[src/common/daco_pkg.sv]
package daco_pkg;

  // ****************************************************************
  // Control word layout
  // ****************************************************************
  localparam int CH = 8;
  localparam int CODE_W = 12;
  localparam int SEL_W = 3;
  localparam int WORD_W = 16;
  localparam int SEL_LSB = 12;
  localparam int EN_BIT = 15;
  localparam int BUF_DEPTH = 2;

  // ****************************************************************
  // Timing
  // ****************************************************************
  localparam int CLK_HZ = 25_000_000;
  localparam real REFRESH_MS = 4.5;
  localparam real LATENCY_MAX_MS = 9.0;
  localparam int REFRESH_CYCLES = int'($ceil(REFRESH_MS * CLK_HZ / 1000.0));
  localparam real SCAN_MS = 1.0;
  localparam int SCAN_CYCLES = int'($ceil(SCAN_MS * CLK_HZ / 1000.0));

  // ****************************************************************
  // Controller registers
  // ****************************************************************
  localparam int ADDR_W = 8;
  localparam logic [ADDR_W-1:0] REG_CTRL = 8'h00;
  localparam logic [ADDR_W-1:0] REG_STATUS = 8'h04;
  localparam logic [ADDR_W-1:0] REG_DATA0 = 8'h20;
  localparam int CTRL_RUN = 0;
  localparam int CTRL_PTR = 1;
  localparam int CTRL_EN = 2;
  localparam int CTRL_CNT_LSB = 4;
  localparam int STAT_BUSY = 0;
  localparam int STAT_SCAN_LSB = 16;
  localparam logic [31:0] CTRL_RESET = 32'h0000_0074;
  localparam logic [CODE_W-1:0] CODE_RESET = 12'h000;
  localparam logic [1:0] RESP_OKAY = 2'h0;
  localparam logic [1:0] RESP_SLVERR = 2'h2;

  typedef enum logic {DACO_IDLE, DACO_SEND} daco_state_t;

endpackage : daco_pkg

[src/common/daco_if.sv]
`timescale 1ns/1ns
interface daco_if;
  logic scanStart;
  logic [15:0] pointWord;
  logic pointValid;
  logic pointReady;

  modport ctrl (
    output scanStart,
    output pointWord,
    output pointValid,
    input pointReady
  );

  modport dev (
    input scanStart,
    input pointWord,
    input pointValid,
    output pointReady
  );
endinterface : daco_if

[src/rtl/daco_ctrl.sv]
// Decided for this implementation: register access over AXI4-Lite and the address map.
`timescale 1ns/1ns
module daco_ctrl
  import daco_pkg::*;
#(
  parameter int SCAN_CYC = SCAN_CYCLES
) (
  input wire logic mclk,
  input wire logic reset,
  daco_if.ctrl link,
  input wire logic [ADDR_W-1:0] awaddr,
  input wire logic awvalid,
  output logic awready,
  input wire logic [31:0] wdata,
  input wire logic [3:0] wstrb,
  input wire logic wvalid,
  output logic wready,
  output logic [1:0] bresp,
  output logic bvalid,
  input wire logic bready,
  input wire logic [ADDR_W-1:0] araddr,
  input wire logic arvalid,
  output logic arready,
  output logic [31:0] rdata,
  output logic [1:0] rresp,
  output logic rvalid,
  input wire logic rready
);

  function automatic logic [31:0] merge(input logic [31:0] old, input logic [31:0] nv,
                                        input logic [3:0] strb);
    logic [31:0] r;
    r = old;
    for (int b = 0; b < 4; b++) begin
      if (strb[b]) begin
        r[b*8+:8] = nv[b*8+:8];
      end
    end
    return r;
  endfunction : merge

  // ****************************************************************
  // AXI4-Lite slave
  // ****************************************************************
  logic [31:0] ctrl_q, ctrl_d;
  logic [CODE_W-1:0] data_q [CH];
  logic [CODE_W-1:0] data_d [CH];
  logic [ADDR_W-1:0] awAddr_q, awAddr_d;
  logic [31:0] wData_q, wData_d;
  logic [3:0] wStrb_q, wStrb_d;
  logic awHave_q, awHave_d, wHave_q, wHave_d;
  logic awready_q, awready_d, wready_q, wready_d;
  logic bvalid_q, bvalid_d, arready_q, arready_d, rvalid_q, rvalid_d;
  logic [1:0] bresp_q, bresp_d, rresp_q, rresp_d;
  logic [31:0] rdata_q, rdata_d;
  logic doWrite;
  logic busy;
  logic [15:0] scanCount_q, scanCount_d;

  assign doWrite = awHave_q && wHave_q && !bvalid_q;

  always_comb begin
    ctrl_d = ctrl_q;
    data_d = data_q;
    awAddr_d = awAddr_q;
    wData_d = wData_q;
    wStrb_d = wStrb_q;
    awHave_d = awHave_q;
    wHave_d = wHave_q;
    bvalid_d = bvalid_q && !bready;
    bresp_d = bresp_q;
    rvalid_d = rvalid_q && !rready;
    rresp_d = rresp_q;
    rdata_d = rdata_q;
    if (awvalid && awready_q) begin
      awAddr_d = awaddr;
      awHave_d = 1'b1;
    end
    if (wvalid && wready_q) begin
      wData_d = wdata;
      wStrb_d = wstrb;
      wHave_d = 1'b1;
    end
    if (doWrite) begin
      awHave_d = 1'b0;
      wHave_d = 1'b0;
      bvalid_d = 1'b1;
      bresp_d = RESP_OKAY;
      if (awAddr_q[7:2] == REG_CTRL[7:2]) begin
        ctrl_d = merge(ctrl_q, wData_q, wStrb_q);
      end else if (awAddr_q[7:5] == REG_DATA0[7:5]) begin
        data_d[awAddr_q[4:2]] = CODE_W'(merge(32'(data_q[awAddr_q[4:2]]), wData_q, wStrb_q));
      end else if (awAddr_q[7:2] != REG_STATUS[7:2]) begin
        bresp_d = RESP_SLVERR;
      end
    end
    if (arvalid && arready_q) begin
      rvalid_d = 1'b1;
      rresp_d = RESP_OKAY;
      rdata_d = 32'h0000_0000;
      if (araddr[7:2] == REG_CTRL[7:2]) begin
        rdata_d = ctrl_q;
      end else if (araddr[7:2] == REG_STATUS[7:2]) begin
        rdata_d[STAT_SCAN_LSB+:16] = scanCount_q;
        rdata_d[STAT_BUSY] = busy;
      end else if (araddr[7:5] == REG_DATA0[7:5]) begin
        rdata_d[CODE_W-1:0] = data_q[araddr[4:2]];
      end else begin
        rresp_d = RESP_SLVERR;
      end
    end
    awready_d = !awHave_d;
    wready_d = !wHave_d;
    arready_d = !rvalid_d;
  end

  always_ff @(posedge mclk) begin
    if (reset) begin
      ctrl_q <= CTRL_RESET;
      for (int i = 0; i < CH; i++) begin
        data_q[i] <= CODE_RESET;
      end
      awAddr_q <= 8'h00;
      wData_q <= 32'h0000_0000;
      wStrb_q <= 4'h0;
      awHave_q <= 1'b0;
      wHave_q <= 1'b0;
      awready_q <= 1'b0;
      wready_q <= 1'b0;
      bvalid_q <= 1'b0;
      bresp_q <= RESP_OKAY;
      arready_q <= 1'b0;
      rvalid_q <= 1'b0;
      rresp_q <= RESP_OKAY;
      rdata_q <= 32'h0000_0000;
    end else begin
      ctrl_q <= ctrl_d;
      data_q <= data_d;
      awAddr_q <= awAddr_d;
      wData_q <= wData_d;
      wStrb_q <= wStrb_d;
      awHave_q <= awHave_d;
      wHave_q <= wHave_d;
      awready_q <= awready_d;
      wready_q <= wready_d;
      bvalid_q <= bvalid_d;
      bresp_q <= bresp_d;
      arready_q <= arready_d;
      rvalid_q <= rvalid_d;
      rresp_q <= rresp_d;
      rdata_q <= rdata_d;
    end
  end

  assign awready = awready_q;
  assign wready = wready_q;
  assign bvalid = bvalid_q;
  assign bresp = bresp_q;
  assign arready = arready_q;
  assign rvalid = rvalid_q;
  assign rresp = rresp_q;
  assign rdata = rdata_q;

  // ****************************************************************
  // Scan engine
  // ****************************************************************
  // A scan that is still sending when the timer expires skips that slot, so scans
  // never overlap at the device.
  daco_state_t state_q, state_d;
  logic [31:0] timer_q, timer_d;
  logic [SEL_W-1:0] chan_q, chan_d, left_q, left_d, muxPtr_q, muxPtr_d, lastChan;
  logic [WORD_W-1:0] word_q, word_d;
  logic valid_q, valid_d, start_q, start_d, scanDue;

  assign scanDue = (timer_q == 32'h0000_0000);
  assign lastChan = ctrl_q[CTRL_CNT_LSB+:SEL_W];
  assign busy = (state_q == DACO_SEND);

  function automatic logic [WORD_W-1:0] pack(input logic en, input logic [SEL_W-1:0] ch,
                                             input logic [CODE_W-1:0] code);
    return {en, ch, code};
  endfunction : pack

  always_comb begin
    state_d = state_q;
    timer_d = scanDue ? 32'(SCAN_CYC - 1) : timer_q - 32'h0000_0001;
    chan_d = chan_q;
    left_d = left_q;
    muxPtr_d = muxPtr_q;
    word_d = word_q;
    valid_d = valid_q;
    start_d = 1'b0;
    scanCount_d = scanCount_q;
    case (state_q)
      DACO_IDLE: begin
        if (scanDue && ctrl_q[CTRL_RUN]) begin
          state_d = DACO_SEND;
          start_d = 1'b1;
          scanCount_d = scanCount_q + 16'h0001;
          chan_d = ctrl_q[CTRL_PTR] ? 3'h0 : muxPtr_q;
          left_d = ctrl_q[CTRL_PTR] ? lastChan : 3'h0;
          word_d = pack(ctrl_q[CTRL_EN], chan_d, data_q[chan_d]);
          valid_d = 1'b1;
        end
      end
      DACO_SEND: begin
        if (valid_q && link.pointReady) begin
          if (left_q == 3'h0) begin
            state_d = DACO_IDLE;
            valid_d = 1'b0;
            if (!ctrl_q[CTRL_PTR]) begin
              muxPtr_d = (muxPtr_q >= lastChan) ? 3'h0 : muxPtr_q + 3'h1;
            end
          end else begin
            chan_d = chan_q + 3'h1;
            left_d = left_q - 3'h1;
            word_d = pack(ctrl_q[CTRL_EN], chan_d, data_q[chan_d]);
          end
        end
      end
      default: begin
        state_d = DACO_IDLE;
        valid_d = 1'b0;
      end
    endcase
  end

  always_ff @(posedge mclk) begin
    if (reset) begin
      state_q <= DACO_IDLE;
      timer_q <= 32'h0000_0000;
      chan_q <= 3'h0;
      left_q <= 3'h0;
      muxPtr_q <= 3'h0;
      word_q <= 16'h0000;
      valid_q <= 1'b0;
      start_q <= 1'b0;
      scanCount_q <= 16'h0000;
    end else begin
      state_q <= state_d;
      timer_q <= timer_d;
      chan_q <= chan_d;
      left_q <= left_d;
      muxPtr_q <= muxPtr_d;
      word_q <= word_d;
      valid_q <= valid_d;
      start_q <= start_d;
      scanCount_q <= scanCount_d;
    end
  end

  assign link.pointWord = word_q;
  assign link.pointValid = valid_q;
  assign link.scanStart = start_q;

endmodule : daco_ctrl

[src/flat_wrapper.sv]
// flat-port wrapper written by rule: the top's interface ports become plain ports
module daco_ctrl_flat import daco_pkg::*;
#(
  parameter int SCAN_CYC = SCAN_CYCLES
)
  (mclk, reset, awaddr, awvalid, awready, wdata, wstrb, wvalid, wready, bresp, bvalid, bready, araddr, arvalid, arready, rdata, rresp, rvalid, rready, link_scanStart, link_pointWord, link_pointValid, link_pointReady);
  daco_if link_i ();
  input wire logic mclk;
  input wire logic reset;
  input wire logic [ADDR_W-1:0] awaddr;
  input wire logic awvalid;
  output logic awready;
  input wire logic [31:0] wdata;
  input wire logic [3:0] wstrb;
  input wire logic wvalid;
  output logic wready;
  output logic [1:0] bresp;
  output logic bvalid;
  input wire logic bready;
  input wire logic [ADDR_W-1:0] araddr;
  input wire logic arvalid;
  output logic arready;
  output logic [31:0] rdata;
  output logic [1:0] rresp;
  output logic rvalid;
  input wire logic rready;
  output wire logic [$bits(link_i.scanStart)-1:0] link_scanStart;
  output wire logic [$bits(link_i.pointWord)-1:0] link_pointWord;
  output wire logic [$bits(link_i.pointValid)-1:0] link_pointValid;
  input wire logic [$bits(link_i.pointReady)-1:0] link_pointReady;
  assign link_scanStart = link_i.scanStart;
  assign link_pointWord = link_i.pointWord;
  assign link_pointValid = link_i.pointValid;
  assign link_i.pointReady = link_pointReady;
  daco_ctrl #(.SCAN_CYC(SCAN_CYC)) u_core (.mclk(mclk), .reset(reset), .link(link_i), .awaddr(awaddr), .awvalid(awvalid), .awready(awready), .wdata(wdata), .wstrb(wstrb), .wvalid(wvalid), .wready(wready), .bresp(bresp), .bvalid(bvalid), .bready(bready), .araddr(araddr), .arvalid(arvalid), .arready(arready), .rdata(rdata), .rresp(rresp), .rvalid(rvalid), .rready(rready));
endmodule
[config.mk]
export PLATFORM = sky130hd
export DESIGN_NAME = daco_ctrl_flat
export DESIGN_NICKNAME = d
export VERILOG_FILES = /design/src/common/daco_pkg.sv /design/src/common/daco_if.sv /design/src/rtl/daco_ctrl.sv /design/src/flat_wrapper.sv
export SDC_FILE = /design/constraint.sdc
export NUM_CORES = 1
export LEC_CHECK = 0
export BUFFER_PORTS_ARGS = -buffer_cell sky130_fd_sc_hd__buf_2
export CAP_MARGIN = 5
export CORE_MARGIN = 8
export CORE_UTILIZATION = 60
export CTS_CLUSTER_DIAMETER = 40
export DETAILED_ROUTE_END_ITERATION = 16
export PLACE_DENSITY = 0.84
export SETUP_SLACK_MARGIN = 0.3
export SYNTH_ARGS = -nofsm -noshare
export SYNTH_HDL_FRONTEND = slang
export SYNTH_SLANG_ARGS = --single-unit
[constraint.sdc]
create_clock -name mclk -period 3.1 [get_ports mclk]
set_input_delay 0.62 -clock mclk [delete_from_list [all_inputs] [get_ports mclk]]
set_output_delay 0.62 -clock mclk [all_outputs]
set_load 0.005 [all_outputs]
* Word-level counts from Yosys, hierarchy flattened
Cells that the tools add are included.
** Storage, ports and cells
- Logic and storage cells :: 158
- Bits in registers :: 291
- Output and inout bits :: 59
** Operators by class
- Reductions and logical operators :: 31
- $lt $le $gt $ge :: 6
- Add/sub/neg operators :: 5
- Muxes and demuxes :: 66
- Equal/unequal tests :: 8
- Bitwise logic cells :: 7
** Operator list (count)
- $bmux W12 S3 :: 4
- $mux W12 :: 11
- $bwmux W96 :: 1
- $mux W16 :: 5
- $demux W12 S3 :: 1
- $logic_not A32 Y1 :: 1
- $mux W8 :: 4
- $pmux W16 S2 :: 1
- $sub A32 B1 Y32 const B :: 1
- $mux W3 :: 9
- $reduce_and A3 Y1 :: 7
- $mux W4 :: 5
- $add A16 B1 Y16 const B :: 1
- $ge A4 B4 Y1 const B :: 4
- $not A3 Y4 :: 4
- $mux W15 :: 1
- $mux W1 :: 13
- $logic_not A6 Y1 :: 2
- $mux W2 :: 6
- $pmux W3 S2 :: 2
- $mux W11 :: 1
- $logic_and A1 B1 Y1 :: 10
- $add A3 B1 Y3 const B :: 2
- $eq A3 B1 Y1 const B :: 2
- other kinds (14) :: 25

* Longest topological paths before layout
- Depth in word-level cells :: 9
- Mapped depth :: 9

* Least setup slack after synthesis
No wires, ideal clock.
- Path kind :: reg2reg
- Start :: register u_core.link.pointWord[12] (netlist name)
- End :: register u_core.word_q[11] (netlist: u_core.link.pointWord[11])
- Slack :: 0.433 ns
- Arrival time :: 2.528 ns
- Required time :: 2.961 ns
- Clock period less this slack :: 2.667 ns
- Cell stages (with the launch flop) :: 8
- Buffers on the path :: 2
- Cell sequence :: dfxtp_1 ha_1 clkbuf_1 buf_1 mux4_2 a22o_1 a211oi_1 a221oi_1
** RTL lines
- to (signal assigned) :: line daco_ctrl.sv:245 : word_q <= word_d;
- to (decl) :: line daco_ctrl.sv:172 : logic [WORD_W-1:0] word_q, word_d;

* Worst setup path after layout
- Start :: register u_core.muxPtr_q[0]
- End :: register u_core.word_q[11] (netlist: u_core.link.pointWord[11])
** Between the ends
- Cells in the longest elaborated chain, start to end :: 7
** Ends and longest elaborated chain
- from (decl) :: line daco_ctrl.sv:171 : logic [SEL_W-1:0] chan_q, chan_d, left_q, left_d, muxPtr_q, muxPtr_d, lastChan;
- from (signal assigned) :: line daco_ctrl.sv:244 : muxPtr_q <= muxPtr_d;
- $mux W3 :: line daco_ctrl.sv:200 : chan_d = ctrl_q[CTRL_PTR] ? 3'h0 : muxPtr_q;
- $not A3 Y4 (implied by the code) :: line daco_ctrl.sv:202 : word_d = pack(ctrl_q[CTRL_EN], chan_d, data_q[chan_d]);
- $bmux W12 S3 :: line daco_ctrl.sv:202
- $mux W12 (implied by the code) (2 in series) :: line daco_ctrl.sv:202
- $mux W16 :: line daco_ctrl.sv:196 : if (scanDue && ctrl_q[CTRL_RUN]) begin
- $pmux W16 S2 :: line daco_ctrl.sv:194 : case (state_q)
Every way passes these cells. The select of a mux whose other input is x is not followed.
A chain may end at the register's enable or synchronous reset.

==> results.env <==
RUN_STATUS='completed'
GRT_OVERFLOW_TOTAL=0
DRC=0
CTS-HTREE-LEVELS=2
SUMMED_NEGATIVE_SETUP_SLACK_OVER_ALL_ENDPOINTS_NS=0
SYNTH_FF_TYPE='dfxtp_1'
FINALCLOCKSKEW_NS=0.0152
NUM-NETS-FINAL=1732
TIMING.MAX_CAP.VIOLATIONS=0
ROUTED_VIA_DENSITY=6.79
GP_CONGESTION=0.916
IO_BUFFER_COUNT=112
FILLER_CELLS=1659
NETLIST_AREA_UM2=13900
YS_FF_LATCH=284
DIE_AREA_UM2=28200
SYNTH-EDFF-COUNT=0
POST-CTS-SETUP-BUFFER-COUNT=0
TIMING.CRITICAL_PATH.MAX_DELAY_FAMILY='compound AO/OA/AOI/OAI gates'
CP_DATA_REQUIRED_TIME_NS=3.46
FP.DIEW_UM=168
FIRST_PASS_GRT_WIRE_LENGTH_UM=67900
CRITPATHMAXFANOUT=39
REGTOREGSETUPSLACK_NS=0.37
SETUP_VIOLATING_ENDPOINT_COUNT_IN_THE_FINAL_REPORT=0
WORSTHOLDSTART='awaddr[3]'
WORST-R2R-CELL-COUNT=6
CRITPATHMAXSTAGEDELAY_NS=0.73
CRIT_PATH_END_KIND='flop'
RSZ_0062_RAISED_AFTER_GLOBAL_ROUTING='false'
DRT-PASS1-ITER-COUNT=6
MIN_TO='u_core.awAddr_q[3]'
ROUTED-VIA-COUNT=13400
WORST_EP_ARRIVAL_TIME_NS=3.09
CP_SLOWEST_CELL='a211oi_1'
CRIT_CHAIN='buf_4 > inv_1 > a21oi_1 > a32oi_1 > a211oi_1 > a221oi_1'
DRTITER0DRC=1675
RELSLEWSLACK=0.174
CLK-INSERTION-DELAY-LATE_NS=0.53
TRITONCTS.NUM_BUFFERS=38
DESIGN.PORTCOUNT=119
WORST-SLEW-PIN-TRANSITION_NS=1.23
GRTUSAGETOTAL=0.296
TOTAL_LEAKAGE_POWER_nW=5.79
HOLD_FAILS_FINAL_RPT=0
ANTENNA_VIOLATING_NETS_POST_ROUTE=0
YS.WARNINGS.COUNT=0
LARGEST_NET_DEGREE_AT_THE_START_OF_GLOBAL_ROUTING=80
POWER.DENSITY_CELL_AREA_nW_PER_UM2=646
FIRST_GLOBAL_VIAS=12800
PERIOD_MINUS_SLACK_NS=2.73
CHIPHEIGHT_UM=168
GRT_ANTENNA_BEFORE_REPAIR=1
NUMPLACEDINSTANCES=1908
WL_UM=43100
CLKTRANSATPATHREGS_NS=0.05
DP_HPWL_UM=28200
STARTPOINT_TYPE='flop'
STARTING_DENSITY=0.612
CLOCK_PATH_BUFFERS=3
SYN_AREA_PER_CELL_UM2=8.76
SYNTH_SEQUENTIAL_AREA_RATIO=0.410
WORSTPATHBUFFERINVERTERCOUNT=2
R2R_START='u_core.muxPtr_q[0]'
SYNTH-ASYNC-RESET-RATIO=0
POST-ROUTE-PERIOD-UTIL=0.881
DETAIL_ROUTE.WL_PER_CELL_UM=21.8
FP-ROW-COUNT=55
TIMING_WORST_SETUP_PATH_TYPE='reg2reg'
SYNTHCELLS=1582
POST_ROUTE_CELLS_DRIVE_ABOVE_1_SHARE=0.189
CLK_ROOT_BUFFER_CELL='clkbuf_16'
TRITONCTS='built'
FINALMAXSLEWVIOLATIONS=0
POST_LAYOUT_NONFILLER_INSTANCES=1978
PEAK_IR_DROP_ON_THE_VDD_NETWORK_V=0.000495
WORST_HOLD_PATH.NUM_CELLS=3
R2R_END='u_core.link.pointWord[11]'
CTS.SINKS=284
TIMING.FMAX_GHz=0.366
HP-CLASS='in2reg'
FP.COREAREA_UM2=22600
SYNTH.DISTINCT_CELLS=58
MOST_COMMON_CELL_AFTER_LAYOUT_FILL_AND_TAPS_ASIDE='dfxtp_1'
MOST-COMMON-LAYOUT-CELLS='dfxtp_1, nand2_1, a21oi_1'
SYN_TO_FINAL_GROWTH_PCT=16.6
==> timing repair <==
item                                   CTS  global route
hold buffers                             0             0
endpoints found under the hold margin    0             0
resized for setup                        2             3
setup endpoints to repair                7             5
==> worst max path at each step <==
stage | start | to | slack [ns] | cells after the start
floorplan | u_core.link.pointWord[12] | u_core.link.pointWord[11] | 0.43 | 7
global placement | u_core.timer_q[26] | u_core.link.pointWord[12] | 0.34 | 6
detailed placement | u_core.timer_q[26] | u_core.scanCount_q[11] | 0.28 | 5
CTS | u_core.timer_q[0] | u_core.scanCount_q[8] | 0.40 | 8
global route | u_core.muxPtr_q[0] | u_core.muxPtr_q[2] | 0.36 | 8
finish | u_core.muxPtr_q[0] | u_core.link.pointWord[11] | 0.37 | 6
==> report_power, final <==
part	switching [W]	total, W	internal [W]	leakage (nW)
clock	0.00165	0.00459	0.00294	0.646
sequential	0.000234	0.00411	0.00387	2.30
combinational	0.00101	0.00173	0.000714	2.85
total	0.00290	0.0104	0.00753	5.79
==> cells by family (layout without fill, tap and decap cells) <==
kind of cell | after synthesis | count (layout) | share of synthesized area
other cells | 1 | 4 | 0.000271
mux | 134 | 134 | 0.149
xor+xnor | 33 | 33 | 0.0209
compound gates | 412 | 412 | 0.182
simple gates | 557 | 557 | 0.187
fa+ha+maj | 9 | 9 | 0.00813
buf+inv | 152 | 260 | 0.0424
flops | 284 | 284 | 0.410
==> registers in the layout (all words and copies together) (netlist names), 3 cells and up <==
| signal | count |
|---|---|
| u_core.scanCount_q | 16 |
| u_core.data_q | 96 |
| u_core.rdata | 32 |
| u_core.awAddr_q | 6 |
| u_core.ctrl_q | 32 |
| u_core.muxPtr_q | 3 |
| u_core.left_q | 3 |
| u_core.wData_q | 32 |
| u_core.timer_q | 32 |
| u_core.link.pointWord | 16 |
| u_core.wStrb_q | 4 |
==> synthesized netlist by cell type, types with 3 or more instances <==
| master | number | area (um2) |
|---|---|---|
| dfxtp_1 | 284 | 5690 |
| nand2_1 | 204 | 766 |
| a21oi_1 | 156 | 781 |
| nand3_1 | 119 | 596 |
| o21ai_0 | 109 | 546 |
| nor2_1 | 104 | 390 |
| clkbuf_1 | 99 | 372 |
| mux2i_1 | 65 | 651 |
| mux4_2 | 56 | 1260 |
| nor3_1 | 31 | 155 |
| a211oi_1 | 30 | 225 |
| xnor2_1 | 27 | 236 |
| a221oi_1 | 23 | 201 |
| buf_1 | 22 | 82.6 |
| inv_1 | 19 | 71.3 |
| nor2b_1 | 17 | 106 |
| o211ai_1 | 15 | 113 |
| or4_1 | 15 | 113 |
| nor4_1 | 14 | 87.6 |
| mux2_2 | 13 | 146 |
| a22o_1 | 12 | 105 |
| o221ai_1 | 12 | 105 |
| o31ai_1 | 12 | 90.1 |
| nand2b_1 | 10 | 62.6 |
| a32oi_1 | 9 | 78.8 |
| ha_1 | 9 | 113 |
| a211o_1 | 8 | 70.1 |
| and2_1 | 8 | 50.1 |
| buf_2 | 8 | 40.0 |
| a22oi_1 | 7 | 52.6 |
| xor2_1 | 6 | 52.6 |
| and3_1 | 5 | 31.3 |
| nand4_1 | 5 | 31.3 |
| or3_1 | 5 | 31.3 |
| nand3b_1 | 4 | 30.0 |
| o211a_1 | 4 | 40.0 |
| a221o_1 | 3 | 30.0 |
| a31oi_1 | 3 | 18.8 |
| nor4b_1 | 3 | 26.3 |
| o41ai_1 | 3 | 26.3 |
==> tightest hold or removal path, cell delays in order <==
cell,delay (ns)
buf_2,0.10
nand3_1,0.05
a21oi_1,0.05
==> metrics by stage <==
stage	power [W]	setup WS, ns	instance area (um2)	util	hold slack (ns)
floorplan	0.00533	0.433	13900	-	0.431
global placement	0.00576	0.343	14800	0.653	0.438
detailed placement	0.00582	0.277	14800	0.653	0.445
CTS	0.0104	0.403	16100	0.713	0.333
global route	0.0108	0.357	16200	0.713	0.329
finish	0.0104	0.370	16200	0.714	0.340
==> layout make-up <==
class	instances	area, um2	area share
multi-input combinational	1147	7620	0.472
sequential	284	5690	0.352
tap	285	357	0.0221
clock inverter	19	285	0.0177
clock buffer	49	1060	0.0658
antenna	2	5.00	0.000310
timing repair buffer	171	1060	0.0654
inverter	21	80.1	0.00496
==> per-layer routing <==
layer	part of all wire	track usage	vias to the layer above
met5	0	0	-
met3	0.12	0.0837	198
li1	-	-	5983
met1	0.37	0.370	6318
met4	0.056	0.175	0
met2	0.45	0.450	926
Note: power is estimated with default switching activity, not from simulation.
